<file path="src/common/sgoc_pkg.sv">
// Behaviour
// - safety outputs may only be on while the guard is closed
// - unique mode accepts an actuator only on an exact code match
// - multicode mode accepts any recognisable actuator type, no compare
// - a permissible code for the active scheme releases both channels
// - guard opening drops both channels and the guard-closed indicator
// - any fault forces outputs off, lights lamp, asserts fault output
// - self-checks catch failures at the latest on the next switch-on
// - actuator near range edge raises a separate limit-range warning
// - own test pulses on both outputs, each at most 0.4 ms long
// - read back both output channels continuously against command
package sgoc_pkg;

  // ----------------------------------------------------------------
  // timing
  // ----------------------------------------------------------------
  localparam int CLK_NS = 50;
  localparam int TP_MAX_NS = 400000;
  // longest pulse rounds down
  localparam int TP_MAX_CYC = TP_MAX_NS / CLK_NS;
  localparam int TP_PERIOD_NS = 100000000;
  localparam int TP_PERIOD_CYC = TP_PERIOD_NS / CLK_NS;
  // least settle and check times round up
  localparam int SETTLE_NS = 10000;
  localparam int SETTLE_CYC = (SETTLE_NS + CLK_NS - 1) / CLK_NS;
  localparam int CHECK_NS = 20000;
  localparam int CHECK_CYC = (CHECK_NS + CLK_NS - 1) / CLK_NS;
  localparam int PCNT_W = 24;
  localparam int CCNT_W = 12;

  // ----------------------------------------------------------------
  // register map
  // ----------------------------------------------------------------
  localparam int ADDR_W = 8;
  localparam logic [7:0] ADDR_STATUS = 8'h00;
  localparam logic [7:0] ADDR_MASK = 8'h04;
  localparam logic [7:0] ADDR_CTRL = 8'h08;
  localparam logic [7:0] ADDR_CODE = 8'h0c;
  localparam logic [7:0] ADDR_STATE = 8'h10;

  // status and mask bits
  localparam int EV_RELEASE = 0;
  localparam int EV_OPEN = 1;
  localparam int EV_FAULT = 2;
  localparam int EV_LIMIT = 3;
  localparam int EV_REJECT = 4;
  localparam int EV_W = 5;

  // control bits
  localparam int CTRL_MULTI = 0;
  localparam int CTRL_CLEAR = 1;

  // state register fields
  localparam int STV_ST = 0;
  localparam int STV_GUARD = 2;
  localparam int STV_CODE = 3;
  localparam int STV_CAUSE = 4;
  localparam int STV_OUT1 = 7;
  localparam int STV_OUT2 = 8;
  localparam int NCMP = 3;

  localparam logic [EV_W-1:0] MASK_RST = 5'h00;
  localparam logic CTRL_MULTI_RST = 1'h0;

  typedef enum logic [1:0]
  {
    ST_OFF = 2'h0,
    ST_CHECK = 2'h1,
    ST_ON = 2'h3,
    ST_FAULT = 2'h2
  } sgoc_state_e;

endpackage

</file>
<file path="src/common/sgoc_chan_if.sv">
`timescale 1ns/1ps
// commanded level against read-back level of one compare point
interface sgoc_chan_if;
  logic cmd;
  logic fb;
  logic mism;
  modport ctrl (output cmd, output fb, input mism);
  modport chan (input cmd, input fb, output mism);
endinterface

</file>
<file path="src/hdl/sgoc_sync.sv">
`timescale 1ns/1ps
module sgoc_sync #(
  parameter int W = 3
)(
  input wire logic mclk,
  input wire logic nrst,
  input wire logic [W-1:0] d,
  output logic [W-1:0] q
);

  typedef struct packed {
    logic [W-1:0] s1;
    logic [W-1:0] s2;
  } sgoc_sync_s;

  sgoc_sync_s s;
  sgoc_sync_s next_s;

  // first stage feeds only the second stage
  always_comb
  begin
    next_s.s1 = d;
    next_s.s2 = s.s1;
  end

  always_ff @(posedge mclk or negedge nrst)
  begin
    if (!nrst)
      s <= '0;
    else
      s <= next_s;
  end

  assign q = s.s2;

endmodule

</file>
<file path="src/hdl/sgoc_chan.sv">
`timescale 1ns/1ps
module sgoc_chan #(
  parameter int SETTLE = sgoc_pkg::SETTLE_CYC
)(
  input wire logic mclk,
  input wire logic nrst,
  sgoc_chan_if.chan ch
);

  typedef struct packed {
    logic [sgoc_pkg::CCNT_W-1:0] cnt;
    logic mism;
  } sgoc_chan_s;

  sgoc_chan_s s;
  sgoc_chan_s next_s;

  // disagreement must outlast the settle time, so pin and
  // synchroniser delay after every edge are not taken as a fault
  always_comb
  begin
    next_s = s;
    if (ch.cmd == ch.fb)
      next_s.cnt = '0;
    else if (s.cnt != sgoc_pkg::CCNT_W'(SETTLE))
      next_s.cnt = s.cnt + 1'b1;
    next_s.mism = (ch.cmd != ch.fb) &&
      (s.cnt == sgoc_pkg::CCNT_W'(SETTLE));
  end

  always_ff @(posedge mclk or negedge nrst)
  begin
    if (!nrst)
      s <= '0;
    else
      s <= next_s;
  end

  assign ch.mism = s.mism;

endmodule

</file>
<file path="src/hdl/sgoc_top.sv">
`timescale 1ns/1ps
module sgoc_top #(
  parameter int CODE_W = 32,
  parameter int TP_WIDTH = sgoc_pkg::TP_MAX_CYC,
  parameter int TP_PERIOD = sgoc_pkg::TP_PERIOD_CYC,
  parameter int SETTLE = sgoc_pkg::SETTLE_CYC,
  parameter int CHECK = sgoc_pkg::CHECK_CYC,
  parameter logic [CODE_W-1:0] CODE_RST = 32'h0000_0000
)(
  input wire logic mclk,
  input wire logic nrst,
  input wire logic guard_closed_pin,
  input wire logic code_strobe,
  input wire logic [CODE_W-1:0] code_data,
  input wire logic code_type_ok,
  input wire logic code_near_edge,
  input wire logic fb_ch1_pin,
  input wire logic fb_ch2_pin,
  input wire logic [sgoc_pkg::ADDR_W-1:0] reg_addr,
  input wire logic [31:0] reg_wdata,
  input wire logic reg_wr,
  input wire logic reg_rd,
  output logic [31:0] reg_rdata,
  output logic safety_out_ch1,
  output logic safety_out_ch2,
  output logic guard_closed_indicator,
  output logic fault_indicator_output,
  output logic diagnostic_lamp,
  output logic limit_warning,
  output logic irq
);

  // ----------------------------------------------------------------
  // state
  // ----------------------------------------------------------------
  typedef struct packed {
    sgoc_pkg::sgoc_state_e st;
    logic [sgoc_pkg::PCNT_W-1:0] pcnt;
    logic pulse;
    logic [sgoc_pkg::CCNT_W-1:0] ccnt;
    logic code_ok;
    logic lim;
    logic guard_q;
    logic multi;
    logic [CODE_W-1:0] expect_code;
    logic [sgoc_pkg::EV_W-1:0] sts;
    logic [sgoc_pkg::EV_W-1:0] msk;
    logic [sgoc_pkg::NCMP-1:0] cause;
    logic [31:0] rdata;
    logic o1;
    logic o2;
    logic ogc;
    logic ofault;
    logic olamp;
    logic olim;
    logic oirq;
  } sgoc_top_s;

  sgoc_top_s s;
  sgoc_top_s next_s;

  logic [2:0] pin_q;
  logic guard;
  logic fb1;
  logic fb2;
  logic [sgoc_pkg::NCMP-1:0] mism;
  logic flt;
  logic acc;
  logic wr_status;
  logic clr_req;
  logic [sgoc_pkg::EV_W-1:0] clr;
  logic [sgoc_pkg::EV_W-1:0] ev;

  // ----------------------------------------------------------------
  // pin synchronisers
  // ----------------------------------------------------------------
  sgoc_sync #(
    .W(3)
  ) u_sync (
    .mclk(mclk),
    .nrst(nrst),
    .d({fb_ch2_pin, fb_ch1_pin, guard_closed_pin}),
    .q(pin_q)
  );

  assign guard = pin_q[0];
  assign fb1 = pin_q[1];
  assign fb2 = pin_q[2];

  // ----------------------------------------------------------------
  // read-back comparators: ch1, ch2, ch1 against ch2
  // ----------------------------------------------------------------
  sgoc_chan_if cif[sgoc_pkg::NCMP] ();

  // channel 2 checked against channel 1 catches a split pair
  assign cif[0].cmd = s.o1;
  assign cif[0].fb = fb1;
  assign cif[1].cmd = s.o2;
  assign cif[1].fb = fb2;
  assign cif[2].cmd = fb1;
  assign cif[2].fb = fb2;

  genvar g;
  generate
    for (g = 0; g < sgoc_pkg::NCMP; g++)
    begin : g_cmp
      sgoc_chan #(
        .SETTLE(SETTLE)
      ) u_chan (
        .mclk(mclk),
        .nrst(nrst),
        .ch(cif[g])
      );
      assign mism[g] = cif[g].mism;
    end
  endgenerate

  assign flt = |mism;

  // ----------------------------------------------------------------
  // code judgement
  // ----------------------------------------------------------------
  // multicode only needs a recognisable type, unique needs the value
  always_comb
  begin
    if (s.multi)
      acc = code_type_ok;
    else
      acc = (code_data == s.expect_code);
  end

  // ----------------------------------------------------------------
  // register strobes
  // ----------------------------------------------------------------
  assign wr_status = reg_wr && (reg_addr == sgoc_pkg::ADDR_STATUS);
  assign clr = wr_status ? reg_wdata[sgoc_pkg::EV_W-1:0] : '0;
  assign clr_req = reg_wr && (reg_addr == sgoc_pkg::ADDR_CTRL) &&
    reg_wdata[sgoc_pkg::CTRL_CLEAR];

  // ----------------------------------------------------------------
  // next state
  // ----------------------------------------------------------------
  always_comb
  begin
    next_s = s;
    ev = '0;
    next_s.guard_q = guard;

    // code latch, dropped as soon as the guard opens
    if (code_strobe)
    begin
      next_s.code_ok = acc && guard;
      next_s.lim = code_near_edge && acc;
      ev[sgoc_pkg::EV_REJECT] = !acc;
      ev[sgoc_pkg::EV_LIMIT] = code_near_edge && acc;
    end
    if (!guard)
    begin
      next_s.code_ok = 1'b0;
      next_s.lim = 1'b0;
    end
    if (s.guard_q && !guard)
      ev[sgoc_pkg::EV_OPEN] = 1'b1;

    // output state machine
    case (s.st)
      sgoc_pkg::ST_OFF:
      begin
        next_s.pcnt = '0;
        next_s.ccnt = '0;
        // readback stuck high while off is caught here too
        if (flt)
          next_s.st = sgoc_pkg::ST_FAULT;
        else if (guard && s.code_ok)
          next_s.st = sgoc_pkg::ST_CHECK;
      end
      sgoc_pkg::ST_CHECK:
      begin
        // self-check window before every switch-on: outputs held off,
        // all compare points must agree for the whole window
        if (flt)
          next_s.st = sgoc_pkg::ST_FAULT;
        else if (!guard || !s.code_ok)
          next_s.st = sgoc_pkg::ST_OFF;
        else if (s.ccnt == sgoc_pkg::CCNT_W'(CHECK - 1))
        begin
          next_s.st = sgoc_pkg::ST_ON;
          ev[sgoc_pkg::EV_RELEASE] = 1'b1;
        end
        else
          next_s.ccnt = s.ccnt + 1'b1;
      end
      sgoc_pkg::ST_ON:
      begin
        if (s.pcnt == sgoc_pkg::PCNT_W'(TP_PERIOD - 1))
          next_s.pcnt = '0;
        else
          next_s.pcnt = s.pcnt + 1'b1;
        if (flt)
          next_s.st = sgoc_pkg::ST_FAULT;
        else if (!guard || !s.code_ok)
          next_s.st = sgoc_pkg::ST_OFF;
      end
      sgoc_pkg::ST_FAULT:
      begin
        next_s.pcnt = '0;
        next_s.ccnt = '0;
        // leave only with the guard open, forcing a fresh check
        if (clr_req && !guard)
          next_s.st = sgoc_pkg::ST_OFF;
      end
      default:
        next_s.st = sgoc_pkg::ST_FAULT;
    endcase

    if (next_s.st == sgoc_pkg::ST_FAULT && s.st != sgoc_pkg::ST_FAULT)
    begin
      ev[sgoc_pkg::EV_FAULT] = 1'b1;
      next_s.cause = mism;
    end

    // test pulse sits at the end of each period, the read-back of
    // the low level is checked by the same comparators
    next_s.pulse = (next_s.st == sgoc_pkg::ST_ON) &&
      (next_s.pcnt >= sgoc_pkg::PCNT_W'(TP_PERIOD - TP_WIDTH));

    // outputs need closed guard and the on state
    next_s.o1 = (next_s.st == sgoc_pkg::ST_ON) && guard &&
      !next_s.pulse;
    next_s.o2 = (next_s.st == sgoc_pkg::ST_ON) && guard &&
      !next_s.pulse;
    next_s.ogc = guard;
    next_s.ofault = (next_s.st == sgoc_pkg::ST_FAULT);
    next_s.olamp = (next_s.st == sgoc_pkg::ST_FAULT);
    next_s.olim = next_s.lim;

    // register writes
    if (reg_wr)
    begin
      case (reg_addr)
        sgoc_pkg::ADDR_MASK:
          next_s.msk = reg_wdata[sgoc_pkg::EV_W-1:0];
        sgoc_pkg::ADDR_CTRL:
          next_s.multi = reg_wdata[sgoc_pkg::CTRL_MULTI];
        sgoc_pkg::ADDR_CODE:
          next_s.expect_code = reg_wdata[CODE_W-1:0];
        default:
          next_s.st = next_s.st;
      endcase
    end

    // sticky events, a set in the clearing cycle survives
    next_s.sts = (s.sts & ~clr) | ev;
    next_s.oirq = |(next_s.sts & next_s.msk);

    // read data for the cycle after the strobe only
    next_s.rdata = '0;
    if (reg_rd)
    begin
      case (reg_addr)
        sgoc_pkg::ADDR_STATUS:
          next_s.rdata[sgoc_pkg::EV_W-1:0] = s.sts;
        sgoc_pkg::ADDR_MASK:
          next_s.rdata[sgoc_pkg::EV_W-1:0] = s.msk;
        sgoc_pkg::ADDR_CTRL:
          next_s.rdata[sgoc_pkg::CTRL_MULTI] = s.multi;
        sgoc_pkg::ADDR_CODE:
          next_s.rdata[CODE_W-1:0] = s.expect_code;
        sgoc_pkg::ADDR_STATE:
        begin
          next_s.rdata[sgoc_pkg::STV_ST +: 2] = s.st;
          next_s.rdata[sgoc_pkg::STV_GUARD] = guard;
          next_s.rdata[sgoc_pkg::STV_CODE] = s.code_ok;
          next_s.rdata[sgoc_pkg::STV_CAUSE +: sgoc_pkg::NCMP] = s.cause;
          next_s.rdata[sgoc_pkg::STV_OUT1] = s.o1;
          next_s.rdata[sgoc_pkg::STV_OUT2] = s.o2;
        end
        default:
          next_s.rdata = '0;
      endcase
    end
  end

  // ----------------------------------------------------------------
  // registers
  // ----------------------------------------------------------------
  always_ff @(posedge mclk or negedge nrst)
  begin
    if (!nrst)
    begin
      s <= '0;
      s.st <= sgoc_pkg::ST_OFF;
      s.msk <= sgoc_pkg::MASK_RST;
      s.multi <= sgoc_pkg::CTRL_MULTI_RST;
      s.expect_code <= CODE_RST;
    end
    else
      s <= next_s;
  end

  // ----------------------------------------------------------------
  // outputs straight from flops
  // ----------------------------------------------------------------
  assign reg_rdata = s.rdata;
  assign safety_out_ch1 = s.o1;
  assign safety_out_ch2 = s.o2;
  assign guard_closed_indicator = s.ogc;
  assign fault_indicator_output = s.ofault;
  assign diagnostic_lamp = s.olamp;
  assign limit_warning = s.olim;
  assign irq = s.oirq;

endmodule

</file>
<file path="config.mk">
export PLATFORM = sky130hd
export DESIGN_NAME = sgoc_top
export DESIGN_NICKNAME = d
export VERILOG_FILES = /design/src/common/sgoc_pkg.sv /design/src/common/sgoc_chan_if.sv /design/src/hdl/sgoc_sync.sv /design/src/hdl/sgoc_chan.sv /design/src/hdl/sgoc_top.sv
export SDC_FILE = /design/constraint.sdc
export NUM_CORES = 1
export LEC_CHECK = 0
export ABC_AREA = 1
export ABC_CLOCK_PERIOD_IN_PS = 2500
export BUFFER_PORTS_ARGS = -buffer_cell sky130_fd_sc_hd__buf_2
export CORE_ASPECT_RATIO = 0.5
export CORE_MARGIN = 1
export CORE_UTILIZATION = 47
export CTS_BUF_LIST = sky130_fd_sc_hd__clkbuf_2 sky130_fd_sc_hd__clkbuf_4 sky130_fd_sc_hd__clkbuf_8
export CTS_CLUSTER_SIZE = 28
export DETAILED_ROUTE_END_ITERATION = 12
export PLACE_DENSITY = 0.67
export SYNTH_ARGS = -nofsm -noshare
export SYNTH_HDL_FRONTEND = slang
export SYNTH_SLANG_ARGS = --single-unit
</file>
<file path="constraint.sdc">
create_clock -name mclk -period 2.5 [get_ports mclk]
set_input_delay 0.5 -clock mclk [delete_from_list [all_inputs] [get_ports mclk]]
set_output_delay 0.5 -clock mclk [all_outputs]
set_load 0.03 [all_outputs]
</file>
==> key figures <==
Setup path
  – Critical-path cell list: ha_1 -> nand2_1 -> inv_1 -> nand2_1 -> inv_2 -> nand3_1 -> nand2_2 -> buf_4 -> o21ai_1 -> nor2_1 -> nand2_1 -> a21oi_2
  – Crit end category: flop
  – Max incr delay on CP: 0.43 ns
  – CP arrival: ~2.4 ns
  – Worst reg2reg path startpoint: s[101]$_DFF_PN0_
  – Cell mode on critical path: nand2_1
  – Startpoint types: flop
  – Crit path kind: flop to flop
  – CP Launch Point: s[101]$_DFF_PN0_
  – Data required time of the worst path: 2.85 ns
  – Max FO, Critical Path: 5
  – CP max stage cell: dfrtp_1

Route
  – Drt pass-1 iters: 5
  – Remaining antenna violation count: 0
  – Post-route DRC: 0
  – Final wirelength: 20.1 mm
  – Vias/cell: 5.06
  – Drt wl/cell: 13.9 µm
  – Iter 0 DRT Violations: 431
  – Vias post-DR: 7,337

Pwr
  – PD cells: 538 nW/µm²
  – Pwr Total: 5.29 mW
  – Leakage: 4.97 nW
  – VDD IR max: 0.314 mV

Global routing
  – GR Util met3: 4.87%
  – Largest net degree at the start of global routing: 65
  – Initial antenna violation count: 0
  – First-pass GRT wire length: 33.9 mm
  – Met2 GRT Util: 35.2%
  – GRT overflow: 0
  – GRT Resource Usage Total: between 20% and 30%
  – Met1 usage: a little under a third
  – Vias in the first global route: 7,076
  – GRT Max-Usage Layer: met2

Floorplan
  – Number of I/O pins: 121
  – Initial core utilization: 49.0%
  – Die Span Y: 98.2 µm
  – FP Rows: 34
  – Die Wd: 194 µm
  – Die area: 19,100 µm²
  – CORE AREA: approximately 18,000 µm²

Timing
  – FMAX: approximately 500 MHz
  – Fin Hold WS: 0.145 ns
  – Final hold violations: 0
  – Fin crit share: between 80% and 90%
  – Tightest Pin Transition: 0.597 ns
  – Post-route setup TNS: 0 ns
  – Count of final setup violators: 0
  – Slew Limit Fails: 0
  – Worst Skew: ~0.014 ns
  – Tmin final: 2.04 ns
  – RSZ-0062 raised after global routing: no
  – Slew headroom: around three fifths

Clocking
  – Hold Buf Count CTS: 1
  – Clock latency on the worst-skew pair: 0.45 ns
  – # clock sinks: 167
  – Post-CTS setup buffers: 0
  – CTS buffer count: 17
  – CTS H-tree depth: 4
  – Resize count post-CTS: 0
  – CTS tree: done
  – Worst-path clk slew: roughly 0.09 ns
  – CTS max path bufs: 2
  – CTS root buffer: clkbuf_8

Placed design
  – GP Congestion: about 0.89
  – Detailed Place HPWL: 15.2 mm
  – Input/output buffers: 120

Job
  – MaxCap Viol Count: 0

Synth
  – Yosys cell types: 48
  – Top_reg_cell synth: dfrtp_1
  – Synth Area per Inst: 7.91 µm²
  – Synth Instances: 1,099
  – Synth area leader: dfrtp_1
  – #FFs+latches synth: 167
  – Post-synth EDFFs: 0
  – Fraction of registers with async set/reset: 100%
  – Top cell type's share of synthesized area: between 40% and 50%
  – Post-Syn Area: 8690 µm²
  – Sequential area share after synthesis: 48.1%
  – Synthesized Nets: 1,189
  – Yosys Warn Count: 0
  – Commonest cells post-synth: 220 x nand2_1, 167 x dfrtp_1, 157 x inv_1, 147 x nor2_1, 71 x nand3_1
  – Top post-synthesis cells by area: dfrtp_1 48%, nand2_1 9.5%, inv_1 6.8%, nor2_1 6.3%, nand3_1 4.1%
  – Count leader, synth: nand2_1

Final layout
  – N_diodes: 0
  – Storage cell area: 4180 µm²
  – Layout cells sized above 1: 18.5%
  – Area grow syn2layout: 13.2%
  – Fill cells: 1,625
  – Fin nets: 1,294
  – Multi-input logic area: 3590 µm²

Min path
  – Min-delay src: guard_closed_pin
  – Hold crit path type: primary input to flop

Status
  – Status: completed
state kept, by name, summed over array words and instances, names as in the netlist:
register,cells
s,85
g_cmp.u_chan.s,36
reg_rdata,32
g_cmp.u_chan.ch.mism,3
u_sync.next_s,3
u_sync.q,3
diagnostic_lamp,1
guard_closed_indicator,1
irq,1
limit_warning,1
safety_out_ch2,1
worst max-delay path: cells and delay by family, from the launching register on:
kind                       cells  cell delay (ns)
AOI/OAI and AO/OA              2             0.31
and+or+nand+nor                6             0.64
adders and majority gates      1             0.23
DFF                            1             0.43
buffers and inverters          3             0.31
layer usage:
layer / part of all wire, % / vias to the layer above
li1: - / 3676
met1: 48 / 3427
met2: 45 / 208
met3: 5.6 / 26
met4: 1.6 / 0
met5: 0 / -
cells in the final DEF (no fill, tap or decap), types with 7 or more instances in the layout:
cell / Yosys / routed
a21oi_1: 60 / 60
buf_2: 2 / 119
buf_4: 34 / 10
clkbuf_8: 0 / 17
dfrtp_1: 167 / 167
ha_1: 8 / 8
inv_1: 157 / 157
inv_2: 7 / 7
nand2_1: 220 / 219
nand2_2: 15 / 16
nand3_1: 71 / 71
nand4_1: 22 / 22
nor2_1: 147 / 147
nor2_2: 12 / 12
nor2_4: 10 / 10
nor3_1: 23 / 23
o21ai_0: 57 / 57
xnor2_1: 16 / 16
xor2_1: 8 / 8
kinds of logic (layout without fill, tap and decap cells):
kind of cell             after synthesis  after routing  synth area share (%)
buffers and inverters                212            330                  10.6
XOR/XNOR                              24             24                  2.42
flip-flops                           167            167                  48.1
multiplexers                           1              1                 0.130
AND/OR/NAND/NOR                      540            540                  28.2
AO/OA/AOI/OAI                        147            147                  9.34
adder cells (fa/ha/maj)                8              8                  1.15
metrics by stage:
step	cells	util (%)	instance area (µm²)	setup WS, ns
floorplan	1099	-	8690	0.759
global placement	1418	53.0	9410	0.496
detailed placement	1418	53.0	9410	0.386
CTS	1451	55.5	9840	0.510
global route	1451	55.5	9840	0.284
finish	1451	55.5	9840	0.465
cell type report:
| cell class | instances | share of cell area (%) |
|---|---|---|
| Clock inverter | 13 | 1.83 |
| Multi-Input combinational cell | 720 | 36.5 |
| Sequential cell | 167 | 42.5 |
| Tap cell | 234 | 2.97 |
| Timing Repair Buffer | 133 | 7.44 |
| Clock buffer | 19 | 2.53 |
| Inverter | 165 | 6.29 |
power breakdown:
group	leakage, nW	total, mW	switching (mW)	internal [mW]
sequential	2.16	2.80	0.0464	2.76
clock	0.213	2.11	1.07	1.04
combinational	2.60	0.378	0.237	0.141
total	4.97	5.29	1.35	3.94
final timing paths:
kind	endpoint	slack (ns)	cells after the start
worst max register to register	safety_out_ch2$_DFF_PN0_	0.46	12
worst max-delay path	safety_out_ch2$_DFF_PN0_	0.46	12
worst min-delay path	u_sync.next_s[0]$_DFF_PN0_	0.14	1
max in group asynchronous	g_cmp[2].u_chan.s[5]$_DFFE_PN0N_	1.27	3
worst min register to register	u_sync.q[2]$_DFF_PN0_	0.36	0
min in group asynchronous	reg_rdata[12]$_DFF_PN0_	0.57	2
Power figures use the tool's default switching activity.
